<file path="src/sdp_pkg.sv">
// Constants and types shared by the serial converter input port
// How it works
// - Host drops frame-sync low; shifting is enabled only while it stays low
// - Each of the first sixteen falling shift-clock edges shifts the data bit into a 16-bit register
// - After the sixteenth falling edge the word goes on to update the converter
// - Frame-sync rising before sixteen edges aborts; partial word dropped, code kept
// - Reset forces code zero; it stays zero until the first complete frame
// - Power-down mode comes from a field inside the serial word, no extra pin
// - The held converter code is 12 bits, one code per 16-bit frame
package sdp_pkg;

  // ****************************************
  // Widths and counts
  // ****************************************
  localparam int          WORD_BITS      = 16;
  localparam int          CODE_BITS      = 12;
  localparam int          PD_BITS        = 2;
  localparam int          FIFO_DEPTH     = 16;
  localparam logic [4:0]  CNT_ZERO       = 5'h00;
  localparam logic [4:0]  CNT_ONE        = 5'h01;
  localparam logic [4:0]  LAST_BIT       = 5'h0F;
  localparam logic [4:0]  BITS_PER_FRAME = 5'h10;

  // ****************************************
  // Reset values and clock figures
  // ****************************************
  localparam logic [11:0] CODE_RESET     = 12'h000;
  localparam logic [1:0]  PD_NORMAL      = 2'h0;
  localparam logic [15:0] WORD_RESET     = 16'h0000;
  localparam int          CLK_HZ         = 20_000_000;
  localparam int          SCLK_MAX_HZ    = 30_000_000;

  // ****************************************
  // Types
  // ****************************************
  typedef struct packed {
    logic [1:0]  spare;
    logic [1:0]  pd_mode;
    logic [11:0] code;
  } sdp_word_s;

  typedef enum logic [1:0] {
    ST_IDLE  = 2'h0,
    ST_SHIFT = 2'h1,
    ST_HOLD  = 2'h3
  } sdp_state_e;

  typedef struct packed {
    logic [2:0]  sync_ff;
    logic [2:0]  sclk_ff;
    logic [2:0]  din_ff;
    logic        sync_n_f;
    logic        sclk_f;
    logic        din_f;
    sdp_state_e  st;
    logic [15:0] shreg;
    logic [4:0]  cnt;
    logic        push;
    sdp_word_s   push_word;
    logic        drop;
    logic [11:0] code;
    logic [1:0]  pd_mode;
    logic        loaded;
    logic        update;
  } sdp_ctl_s;

endpackage

</file>
<file path="src/sdp_fifo.sv">
// Word FIFO between the serial front end and the converter update logic
`timescale 1ns/1ps
module sdp_fifo #(
  parameter int WIDTH = 16,
  parameter int DEPTH = 16
) (
  // Clock and reset
  input  wire logic             clk_in,
  input  wire logic             reset_in,
  // Fill side
  input  wire logic             in_valid_in,
  input  wire logic [WIDTH-1:0] in_data_in,
  output logic                  in_ready_out,
  // Drain side
  output logic                  out_valid_out,
  output logic      [WIDTH-1:0] out_data_out,
  input  wire logic             out_ready_in
);
  // Depth must be a power of two; the extra pointer bit tells full from empty
  localparam int AW = $clog2(DEPTH);

  logic [WIDTH-1:0] mem [DEPTH];
  logic [AW:0]      wr_ptr_reg;
  logic [AW:0]      rd_ptr_reg;
  logic             full;
  logic             empty;
  logic             wr_en;
  logic             rd_en;

  assign empty         = (wr_ptr_reg == rd_ptr_reg);
  assign full          = (wr_ptr_reg[AW-1:0] == rd_ptr_reg[AW-1:0]) &&
                         (wr_ptr_reg[AW] != rd_ptr_reg[AW]);
  assign in_ready_out  = !full;
  assign out_valid_out = !empty;
  assign wr_en         = in_valid_in && !full;
  assign rd_en         = out_ready_in && !empty;
  assign out_data_out  = mem[rd_ptr_reg[AW-1:0]];

  always_ff @(posedge clk_in or posedge reset_in) begin
    if (reset_in) begin
      wr_ptr_reg <= '0;
      rd_ptr_reg <= '0;
    end else begin
      if (wr_en) begin
        wr_ptr_reg <= wr_ptr_reg + 1'b1;
      end
      if (rd_en) begin
        rd_ptr_reg <= rd_ptr_reg + 1'b1;
      end
    end
  end

  always_ff @(posedge clk_in) begin
    if (wr_en) begin
      mem[wr_ptr_reg[AW-1:0]] <= in_data_in;
    end
  end

endmodule

</file>
<file path="src/sdp_port.sv">
// Serial input port: pin sampling, frame decode and converter code update
`timescale 1ns/1ps
module sdp_port #(
  parameter int FIFO_DEPTH = sdp_pkg::FIFO_DEPTH
) (
  // Clock and reset
  input  wire logic        clk_in,
  input  wire logic        reset_in,
  // Serial pins from the host
  input  wire logic        sync_n_in,
  input  wire logic        sclk_in,
  input  wire logic        din_in,
  // Converter core
  input  wire logic        convert_ready_in,
  output logic [11:0]      analog_output_code_out,
  output logic [1:0]       power_down_out,
  output logic             code_valid_out,
  output logic             update_out,
  // Status
  output logic             frame_active_out,
  output logic             drop_out
);

  // ****************************************
  // State
  // ****************************************
  sdp_pkg::sdp_ctl_s  s_reg;
  sdp_pkg::sdp_ctl_s  s_next;
  sdp_pkg::sdp_word_s fifo_word;
  logic               fifo_in_ready;
  logic               fifo_out_valid;
  logic               pop;
  logic               sclk_fall;
  logic               sync_rise;

  assign pop = fifo_out_valid && convert_ready_in;

  always_comb begin
    s_next        = s_reg;
    s_next.push   = 1'b0;
    s_next.drop   = 1'b0;
    s_next.update = 1'b0;

    // Three-stage sampling; a level is accepted once stages two and three agree
    // A pin level needs about three clk cycles to count, so each shift-clock phase
    // must last at least that long; host rates near 30 MHz are out of reach here
    s_next.sync_ff = {s_reg.sync_ff[1:0], sync_n_in};
    s_next.sclk_ff = {s_reg.sclk_ff[1:0], sclk_in};
    s_next.din_ff  = {s_reg.din_ff[1:0], din_in};
    if (s_reg.sync_ff[1] == s_reg.sync_ff[2]) begin
      s_next.sync_n_f = s_reg.sync_ff[2];
    end
    if (s_reg.sclk_ff[1] == s_reg.sclk_ff[2]) begin
      s_next.sclk_f = s_reg.sclk_ff[2];
    end
    if (s_reg.din_ff[1] == s_reg.din_ff[2]) begin
      s_next.din_f = s_reg.din_ff[2];
    end
    sclk_fall = s_reg.sclk_f && !s_next.sclk_f;
    sync_rise = !s_reg.sync_n_f && s_next.sync_n_f;

    case (s_reg.st)
      sdp_pkg::ST_IDLE: begin
        if (!s_next.sync_n_f) begin
          s_next.st  = sdp_pkg::ST_SHIFT;
          s_next.cnt = sdp_pkg::CNT_ZERO;
        end
      end
      sdp_pkg::ST_SHIFT: begin
        if (s_next.sync_n_f) begin
          // Early release: partial word is thrown away, code untouched
          s_next.st  = sdp_pkg::ST_IDLE;
          s_next.cnt = sdp_pkg::CNT_ZERO;
        end else if (sclk_fall) begin
          s_next.shreg = {s_reg.shreg[14:0], s_next.din_f};
          s_next.cnt   = s_reg.cnt + sdp_pkg::CNT_ONE;
          if (s_reg.cnt == sdp_pkg::LAST_BIT) begin
            s_next.st        = sdp_pkg::ST_HOLD;
            s_next.push      = 1'b1;
            s_next.push_word = {s_reg.shreg[14:0], s_next.din_f};
          end
        end
      end
      sdp_pkg::ST_HOLD: begin
        // Extra edges after the sixteenth are ignored until frame-sync rises
        if (s_next.sync_n_f) begin
          s_next.st  = sdp_pkg::ST_IDLE;
          s_next.cnt = sdp_pkg::CNT_ZERO;
        end
      end
      default: begin
        s_next.st = sdp_pkg::ST_IDLE;
      end
    endcase

    // The host cannot be stalled, so a word meeting a full FIFO is lost and flagged
    // Only the converter side can wait; the link side never sees back-pressure
    if (s_reg.push && !fifo_in_ready) begin
      s_next.drop = 1'b1;
    end

    if (pop) begin
      s_next.code    = fifo_word.code;
      s_next.pd_mode = fifo_word.pd_mode;
      s_next.loaded  = 1'b1;
      s_next.update  = 1'b1;
    end
  end

  always_ff @(posedge clk_in or posedge reset_in) begin
    if (reset_in) begin
      s_reg.sync_ff   <= 3'h7;
      s_reg.sclk_ff   <= 3'h0;
      s_reg.din_ff    <= 3'h0;
      s_reg.sync_n_f  <= 1'b1;
      s_reg.sclk_f    <= 1'b0;
      s_reg.din_f     <= 1'b0;
      s_reg.st        <= sdp_pkg::ST_IDLE;
      s_reg.shreg     <= sdp_pkg::WORD_RESET;
      s_reg.cnt       <= sdp_pkg::CNT_ZERO;
      s_reg.push      <= 1'b0;
      s_reg.push_word <= sdp_pkg::WORD_RESET;
      s_reg.drop      <= 1'b0;
      s_reg.code      <= sdp_pkg::CODE_RESET;
      s_reg.pd_mode   <= sdp_pkg::PD_NORMAL;
      s_reg.loaded    <= 1'b0;
      s_reg.update    <= 1'b0;
    end else begin
      s_reg <= s_next;
    end
  end

  // ****************************************
  // Word buffer
  // ****************************************
  sdp_fifo #(
    .WIDTH (sdp_pkg::WORD_BITS),
    .DEPTH (FIFO_DEPTH)
  ) u_fifo (
    .clk_in        (clk_in),
    .reset_in      (reset_in),
    .in_valid_in   (s_reg.push),
    .in_data_in    (s_reg.push_word),
    .in_ready_out  (fifo_in_ready),
    .out_valid_out (fifo_out_valid),
    .out_data_out  (fifo_word),
    .out_ready_in  (convert_ready_in)
  );

  assign analog_output_code_out = s_reg.code;
  assign power_down_out         = s_reg.pd_mode;
  assign code_valid_out         = s_reg.loaded;
  assign update_out             = s_reg.update;
  assign frame_active_out       = (s_reg.st != sdp_pkg::ST_IDLE);
  assign drop_out               = s_reg.drop;
endmodule

</file>
<file path="config.mk">
export PLATFORM = sky130hd
export DESIGN_NAME = sdp_port
export DESIGN_NICKNAME = d
export VERILOG_FILES = /design/src/sdp_pkg.sv /design/src/sdp_fifo.sv /design/src/sdp_port.sv
export SDC_FILE = /design/constraint.sdc
export NUM_CORES = 1
export LEC_CHECK = 0
export ABC_CLOCK_PERIOD_IN_PS = 3000
export BUFFER_PORTS_ARGS = -buffer_cell sky130_fd_sc_hd__clkbuf_2
export CAP_MARGIN = 10
export CORE_MARGIN = 1.5
export CORE_UTILIZATION = 46
export CTS_CLUSTER_DIAMETER = 30
export DETAILED_ROUTE_END_ITERATION = 8
export HOLD_SLACK_MARGIN = 0.03
export PLACE_DENSITY = 0.66
export SLEW_MARGIN = 20
export SYNTH_ARGS = -nofsm -noshare
export SYNTH_HDL_FRONTEND = slang
export SYNTH_HIERARCHICAL = 1
export SYNTH_SLANG_ARGS = --single-unit
export TNS_END_PERCENT = 20
</file>
<file path="constraint.sdc">
create_clock -name clk_in -period 3 [get_ports clk_in]
set_input_delay 0.45 -clock clk_in [delete_from_list [all_inputs] [get_ports clk_in]]
set_output_delay 0.45 -clock clk_in [all_outputs]
set_load 0.01 [all_outputs]
</file>
After elaboration in Yosys (flattened, before gate mapping)
Memory sizes are Yosys's and may differ from the RTL's. A register that Yosys moved wholly into a read port is not among the register bits.
Cells that the tools add are included.
{"block": "op_classes", "addsub": 3, "shift": 0, "n_bitwise": 1, "mux": 20, "eq_ne": 13, "div_mod_pow": 0, "multipliers": 0, "n_reduce_logical": 15, "n_lt_le_gt_ge": 0}
{"op": "17-bit 2-to-1 mux", "count": 3}
{"op": "40-bit 2-to-1 mux", "count": 1}
{"op": "5-bit by 1-bit adder with 5-bit output (second input constant)", "count": 3}
{"op": "5-bit 2-to-1 mux", "count": 3}
{"op": "5-bit case mux with 3 select lines", "count": 1}
{"op": "4-bit AND reduction", "count": 3}
{"op": "2-bit 2-to-1 mux", "count": 4}
{"op": "1-bit 2-to-1 mux", "count": 7}
{"op": "3-bit != test (second input constant)", "count": 2}
{"op": "2-bit case mux with 3 select lines", "count": 1}
{"op": "5-bit by 4-bit equality test with 1-bit output (second input constant)", "count": 1}
{"op": "5-bit equality test", "count": 1}
{"op": "1-bit logical AND", "count": 5}
{"op": "4-bit equality test", "count": 1}
{"op": "2-bit != test (second input constant)", "count": 2}
{"op": "1-bit equality test", "count": 3}
{"op": "1-bit logical NOT", "count": 3}
{"op": "3-bit AND reduction", "count": 1}
{"op": "3-bit nonzero test", "count": 1}
{"op": "2-bit by 1-bit equality test with 1-bit output (second input constant)", "count": 1}
{"op": "2-bit equality test (second input constant)", "count": 1}
{"op": "2-bit logical NOT", "count": 1}
{"op": "2-bit nonzero test", "count": 1}
{"op": "1-bit != test", "count": 1}
{"op": "1-bit inverter", "count": 1}
{"block": "word_totals", "memories": 1, "reg_bits": 65, "romBits": 0, "input_bits": 6, "latchBits": 0, "ramBits": 256}
{"memory": "u_fifo.mem", "depth": 16, "word_bits": 16, "rd": 1, "rd_ports_with_merged_regs": 1, "wr": 1, "line": "sdp_fifo.sv:22", "text": "logic [WIDTH-1:0] mem [DEPTH];"}

Logic depth before layout (Yosys ltp)
Gate-level depths: netlist of the first run.
{"block": "depth", "ltp_word": 7, "depth_mapped": 8, "depth_no_buf": 6}

By module
The synthesis of the first run kept the hierarchy.
{"module": "sdp_fifo", "cells_per_inst": 475, "n_inst": 1, "area_each_um2": 10304.9}
{"module": "sdp_port", "cells_per_inst": 181, "n_inst": 1, "area_each_um2": 2723.9}

Worst setup path after synthesis of the first run
Ideal clock, no wire load.
{"block": "synth_timing", "path_kind": "reg-to-reg", "startpoint": "register u_fifo.wr_ptr_reg[4]", "endpoint": "memory u_fifo.mem[0][0] (enable)", "setup_ns": 0.430, "slack_ns": -0.063, "synth_period_minus_slack_ns": 3.063, "t_required_ns": 2.570, "arrival_ns": 2.633, "stages_incl_launch_ff": 4, "cell_sequence": "dfrtp_1 > xnor2_1 > nor2_2 > nor4_1"}
{"block": "synth_via", "elab_chain_len": 6}
{"item": "start: declaration", "line": "sdp_fifo.sv:23", "text": "logic [AW:0] wr_ptr_reg;"}
{"item": "start signal: assignment", "line": "sdp_fifo.sv:45", "text": "wr_ptr_reg <= wr_ptr_reg + 1'b1;"}
{"item": "1-bit != test", "line": "sdp_fifo.sv:32", "text": "(wr_ptr_reg[AW] != rd_ptr_reg[AW]);"}
{"item": "1-bit logical AND", "line": "sdp_fifo.sv:31", "text": "assign full = (wr_ptr_reg[AW-1:0] == rd_ptr_reg[AW-1:0]) &&"}
{"item": "1-bit logical NOT"}
{"item": "1-bit logical AND", "line": "sdp_fifo.sv:35", "text": "assign wr_en = in_valid_in && !full;"}
{"item": "1-bit 2-to-1 mux", "line": "sdp_fifo.sv:54", "text": "if (wr_en) begin"}
{"item": "1-bit 2-to-1 mux (not written as such)", "line": "sdp_fifo.sv:55", "text": "mem[wr_ptr_reg[AW-1:0]] <= in_data_in;"}
{"item": "end: declaration", "line": "sdp_fifo.sv:22"}
Every way passes these cells.

Worst setup path after layout of the first run
{"block": "layout_timing", "startpoint": "register u_fifo.wr_ptr_reg[3]", "endpoint": "memory u_fifo.mem[9][7] (enable)"}
{"block": "layout_via", "elab_chain_len": 6}
{"item": "4-bit equality test", "line": "sdp_fifo.sv:31"}
{"item": "1-bit logical AND", "line": "sdp_fifo.sv:31"}
{"item": "1-bit logical NOT"}
{"item": "1-bit logical AND", "line": "sdp_fifo.sv:35"}
{"item": "1-bit 2-to-1 mux", "line": "sdp_fifo.sv:54"}
{"item": "1-bit 2-to-1 mux (not written as such)", "line": "sdp_fifo.sv:55"}
Several ways; a longest one is shown, not always the timed one.

==> metrics, run 1 <==
HP Class=in2reg; cell family contributing the most delay on the critical path=simple AND/OR/NAND/NOR gates; total global routing track utilization=18.7%; total wire length after detailed routing=23800 microns; initial DRC count=546; Reg-to-Reg End=u_fifo/mem[9][7]$_DFFE_PP_; Worst-Margin Slew=0.831 ns; Clock Pin Slew Worst Setup and Hold Paths=0.04 ns; Final Power=10.3 mW; Die Height=163 microns; Max IR drop VDD=0.459 mV; number of I/O pins=24; Via Count=5849; worst hold path depth=3; # nets final=677; DRC violation count after routing=0; internal power=8.28 mW; proportion of power drawn by the clock network=56.1%; run status=finished, final reports clean; maximum number of pins on one net before global-route repair=65; combined buffer and inverter count along the critical path=2; ratio of final minimum period to clock period=78.7%; Power Density=738 mW/mm^2; TritonCTS clock tree=yes; RSZ-0062 raised after global routing=no; I/O Buffers=23; number of detailed-route iterations in the first pass=5; wire length of the first global-routing pass=36600 microns; post-cts gate resize count=0; die outline width=163 microns; combinational group share of total power=0.8%; critical path's most frequent cell=buf_4; Sequential Area=0.00859 sq mm; area of the die=0.0264 sq mm; via density per instance=5.63; detailed placement HPWL=13800 microns; max FFs per register=224; postcts setup bufs=0; critical path, cell by cell=xnor2_1 -> nand4_1 -> buf_4 -> nor2_2 -> nor3_2 -> buf_4; depth of the most critical reg-to-reg path=6; starting density of the core=46.6%; Remaining Overflow, GRT=0; Antenna Cells=0; fillcell total=1924; fmax=424 MHz; area of the multi-input gates=0.00282 sq mm; R2R Setup Slk=0.64 ns; Critical Path AT=2.62 ns; total number of yosys warnings=6; critical path capture point type=flip-flop; TritonCTS Sinks=298; worst-case hold slack=0.266 ns; initial antenna violation count=0; Critical Path Slowest Stage Cell=nor2_2; Synth Cell Area=0.0117 sq mm; dpl ws=0.679 ns; Clk Latency, worst-skew pair=0.55 ns; antenna-violating nets left=0; HP Start=convert_ready_in; clock root cell=clkbuf_16; endpoint of the worst hold-timing path=u_fifo/rd_ptr_reg[2]$_DFFE_PP0P_; # setup viols final=0; r2r startpoint=u_fifo/wr_ptr_reg[3]$_DFFE_PP0P_; Syn Nets=615; final worst clock skew=0.0264 ns; final weighted congestion of routability-driven global placement=0.792; max-slew violations=0; worst path required time=3.26 ns; average wire per standard cell=22.9 microns; shortest clock period the worst path allows after layout=2.36 ns; worst slew margin relative to its limit=43.8%; Slowest Stage Delay on Critical Path=0.63 ns; setup_tns=0 ns; Hold Vio Cnt, Final=0; CP startpoint kind=flip-flop; Placement Rows=58; net switching power figure=2.06 mW; number of global-route vias before repair=6410; layout cells sized above 1=38.6%; Post-Route Utilization=55.8%; post-synthesis cell count=602; critical path start-end classification=reg2reg; proportion of total power due to net switching=19.9%; Bufs on Longest Clock Path=3; core box area=0.0251 sq mm; largest fanout of any net on the critical path=14; total of max-cap violations=0; sequential cell fraction of total power=43.1%; cts bufs inserted=53; synthesized area per cell=19.5 sq um; leakage power total=4.39 nW; number of H-tree branching levels=2; layout overhead on the synthesized area=19.7%; minimum setup slack in the final design=0.639 ns
==> layout by cell type, fill, tap and decap left out, drive strengths merged, types with 2 or more instances in the layout <==
master / count
edfxtp: 224
clkbuf: 91
dfrtp: 70
mux4: 56
mux2: 44
o22ai: 28
buf: 28
nor2: 21
clkinv: 19
inv: 15
nand2: 12
xnor2: 11
nor3: 11
o211ai: 10
nand2b: 8
ha: 7
clkinvlp: 5
nor4: 5
and3: 4
bufinv: 4
dlygate4sd3: 4
dfstp: 4
maj3: 3
or4: 3
nand4: 3
o21ai: 3
a21oi: 2
nand4b: 2
o311ai: 2
or2: 2
==> worst register-to-register path: cells and delay by family (launching register included) <==
kind / cells / cell delay (ns)
buffers and inverters: 2 / 0.46
flip-flops: 1 / 0.51
AND/OR/NAND/NOR: 3 / 0.87
XOR/XNOR: 1 / 0.25
==> what timing repair did <==
| item | in CTS | in global routing |
|---|---|---|
| hold buffers | 4 | 0 |
| endpoints found under the hold margin | 13 | 0 |
| setup endpoints to repair | 0 | 0 |
==> worst max-delay path by stage <==
stage | startpoint | end | slack, ns | depth (start not counted)
5_1_grt | u_fifo/wr_ptr_reg[3]$_DFFE_PP0P_ | u_fifo/mem[9][10]$_DFFE_PP_ | 0.49 | 6
4_1_cts | u_fifo/wr_ptr_reg[3]$_DFFE_PP0P_ | u_fifo/mem[9][7]$_DFFE_PP_ | 0.63 | 6
3_3_place_gp | u_fifo/wr_ptr_reg[2]$_DFFE_PP0P_ | u_fifo/mem[9][2]$_DFFE_PP_ | 0.72 | 6
3_5_place_dp | u_fifo/wr_ptr_reg[3]$_DFFE_PP0P_ | u_fifo/mem[9][13]$_DFFE_PP_ | 0.68 | 6
6_report | u_fifo/wr_ptr_reg[3]$_DFFE_PP0P_ | u_fifo/mem[9][7]$_DFFE_PP_ | 0.64 | 6
2_1_floorplan | u_fifo/wr_ptr_reg[4]$_DFFE_PP0P_ | u_fifo/mem[0][0]$_DFFE_PP_ | 0.13 | 3
==> power groups by stage <==
stage	clock, mW	sequential [mW]	combinational [mW]
detailed placement	0	4.53	0.0794
global placement	0	4.52	0.0759
finish	5.80	4.45	0.0817
floorplan	0	4.52	0.0608
global route	6.08	4.45	0.0923
CTS	5.88	4.45	0.0845
==> per-layer routing <==
metal	up-vias	GRT usage, %	share of wire, %	wire length, microns
met1	3056	24.6	42	10100
met4	0	7.17	2.8	676
li1	2521	-	-	-
met5	-	0	0	0
met3	61	4.05	5.8	1390
met2	211	30.5	49	11600
==> metrics by stage <==
step,instances,area [sq um]
6_report,1039,14000
5_1_grt,1039,14000
4_1_cts,1039,14000
3_5_place_dp,935,12200
3_3_place_gp,935,12200
2_1_floorplan,602,11700
==> cell type report <==
| type | instances | share of cell area, % |
|---|---|---|
| inverter | 11 | 0.295 |
| multi-input combinational | 245 | 20.1 |
| tap | 330 | 2.95 |
| clock inverter | 32 | 2.15 |
| clock buffer | 68 | 10.5 |
| sequential | 298 | 61.3 |
| timing repair buffer | 55 | 2.70 |
No activity file was read; power rests on OpenSTA's default activity.
==> run 2, diff against run 1 <==
Settings changed: ABC_CLOCK_PERIOD_IN_PS 3000 to 2000.
Clock period 3 ns to 2 ns, I/O delays scaled along.
==> run 2 against run 1 <==
The run now ends with negative setup slack left. Die area unchanged. Via count down 0.70%. Cell count up 2.0%. Clock power up 45%. Wire length down 3.9%. Total power up 47%. Global-route usage down 0.21 points. Sequential share of layout area down 2.5 points. Non-clock buffer count up 27. Highest routed layer unchanged. Setup slack worse by 0.65 ns.
==> metrics, run 2 (same netlist as run 1, synthesis figures left out) <==
Clock Pin Slew Worst Setup and Hold Paths=0.05 ns; final worst clock skew=0.0290 ns; setup_tns=-0.0213 ns; Critical Path AT=2.41 ns; Power Density=1040 mW/mm^2; Critical Path Slowest Stage Cell=or4b_4; maximum number of pins on one net before global-route repair=65; total of max-cap violations=0; total wire length after detailed routing=22900 microns; # nets final=701; leakage power total=4.59 nW; dpl ws=-0.0563 ns; violated checks=negative setup slack; average wire per standard cell=21.6 microns; depth of the most critical reg-to-reg path=4; shortest clock period the worst path allows after layout=2.01 ns; number of I/O pins=24; Placement Rows=58; number of global-route vias before repair=6354; total global routing track utilization=18.4%; Worst-Margin Slew=0.837 ns; wire length of the first global-routing pass=36500 microns; starting density of the core=46.6%; Antenna Cells=0; antenna-violating nets left=0; met1 layer wirelength in the final routing=9290 microns; R2R Setup Slk=-0.009 ns; Finished Cell Area=0.0146 sq mm; DP Area=0.0127 sq mm; RSZ-0062 raised after global routing=yes; sum of met2 wire segment lengths after detailed routing=12000 microns; Post-Route Utilization=58.2%; initial antenna violation count=0; worst slew margin relative to its limit=44.1%; core box area=0.0251 sq mm; HP Class=in2reg; most common cell after layout, fill and taps aside=edfxtp_1; Max IR drop VDD=0.750 mV; number of cells in the design after placement=959; r2r startpoint=s_reg[65]$_DFF_PP0_; fmax=498 MHz; Clk Latency, worst-skew pair=0.54 ns; number of non-filler instances in the completed layout=1060; run status=finished with violations; HP Start=convert_ready_in; highest routed metal layer=met4; minimum setup slack in the final design=-0.00890 ns; layout overhead on the synthesized area=24.9%; DRC violation count after routing=0; # setup viols final=6; worst path required time=2.40 ns; Die Height=163 microns; worst-case hold slack=0.118 ns; clock root cell=clkbuf_16; Met3 Routed Length=1200 microns; die outline width=163 microns; Final Power=15.2 mW; layout cells sized above 1=41.8%; cts bufs inserted=50; TritonCTS Sinks=298; initial DRC count=384; critical path capture point type=flip-flop; via density per instance=5.48; number of H-tree branching levels=2; max FFs per register=224; Remaining Overflow, GRT=0; I/O Buffers=23; Hold Vio Cnt, Final=0; final weighted congestion of routability-driven global placement=0.802; most frequent cells in the layout=224 x edfxtp_1, 67 x dfrtp_1, 56 x mux4_2; endpoint of the worst hold-timing path=u_fifo/rd_ptr_reg[2]$_DFFE_PP0P_; Via Count=5808; CP startpoint kind=flip-flop; max-slew violations=0; area of the die=0.0264 sq mm; largest fanout of any net on the critical path=15; detailed placement HPWL=13700 microns; TritonCTS clock tree=yes; ratio of final minimum period to clock period=100%; critical path start-end classification=reg2reg; Slowest Stage Delay on Critical Path=0.61 ns; number of detailed-route iterations in the first pass=4; Reg-to-Reg End=s_reg[20]$_DFFE_PP0P_; critical path, cell by cell=or4b_4 -> nor4_4 -> buf_12 -> mux2_2; Bufs on Longest Clock Path=3; worst hold path depth=3; fillcell total=1878
==> run 2: repair_timing <==
action / 4_1_cts / 5_1_grt
pin swaps: 1 / 5
resized for setup: 5 / 13
hold buffers: 4 / 0
setup buffers: 0 / 2
setup endpoints to repair: 19 / 88
gates cloned: 1 / 0
hold endpoints to repair: 73 / 0
==> run 2: area by class of cell <==
type | instances | area (sq um) | area share (%)
timing repair buffer | 82 | 912 | 6.24
sequential | 298 | 8590 | 58.7
inverter | 11 | 41.3 | 0.282
clock inverter | 33 | 347 | 2.37
multi-input combinational | 245 | 2970 | 20.3
tap | 330 | 413 | 2.82
clock buffer | 61 | 1360 | 9.28
==> run 2: where the power goes <==
| part | internal [mW] | leakage [nW] | switching [mW] |
|---|---|---|---|
| Clock | 5.34 | 0.825 | 3.05 |
| Sequential | 6.64 | 2.53 | 0.0280 |
| Combinational | 0.0612 | 1.23 | 0.0851 |
| Total | 12.0 | 4.59 | 3.17 |
==> run 2: layer usage <==
| layer | vias up | track usage (%) |
|---|---|---|
| met5 | - | 0 |
| met4 | 0 | 6.17 |
| met3 | 36 | 3.39 |
| met2 | 160 | 31.7 |
| met1 | 3032 | 23.8 |
| li1 | 2580 | - |
==> run 2: worst max path at each step <==
stage          cells past startpoint                               endpoint                              from
2_1_floorplan                      6                  s_reg[17]$_DFFE_PP0P_             s_reg[56]$_DFFE_PP0P_
3_3_place_gp                       6  analog_output_code_out[4]$_DFFE_PP0P_  u_fifo/rd_ptr_reg[0]$_DFFE_PP0P_
4_1_cts                            4                  s_reg[20]$_DFFE_PP0P_             s_reg[56]$_DFFE_PP0P_
6_report                           4                  s_reg[20]$_DFFE_PP0P_               s_reg[65]$_DFF_PP0_
3_5_place_dp                       6  analog_output_code_out[4]$_DFFE_PP0P_  u_fifo/rd_ptr_reg[0]$_DFFE_PP0P_
5_1_grt                            4                  s_reg[28]$_DFFE_PP0P_               s_reg[65]$_DFF_PP0_
==> run 2: worst max-delay path: cells and delay by family, from the launching register on <==
kind          cells  cell delay (ns)
buf+inv           1             0.20
simple gates      2             0.94
flops             1             0.40
mux               1             0.34
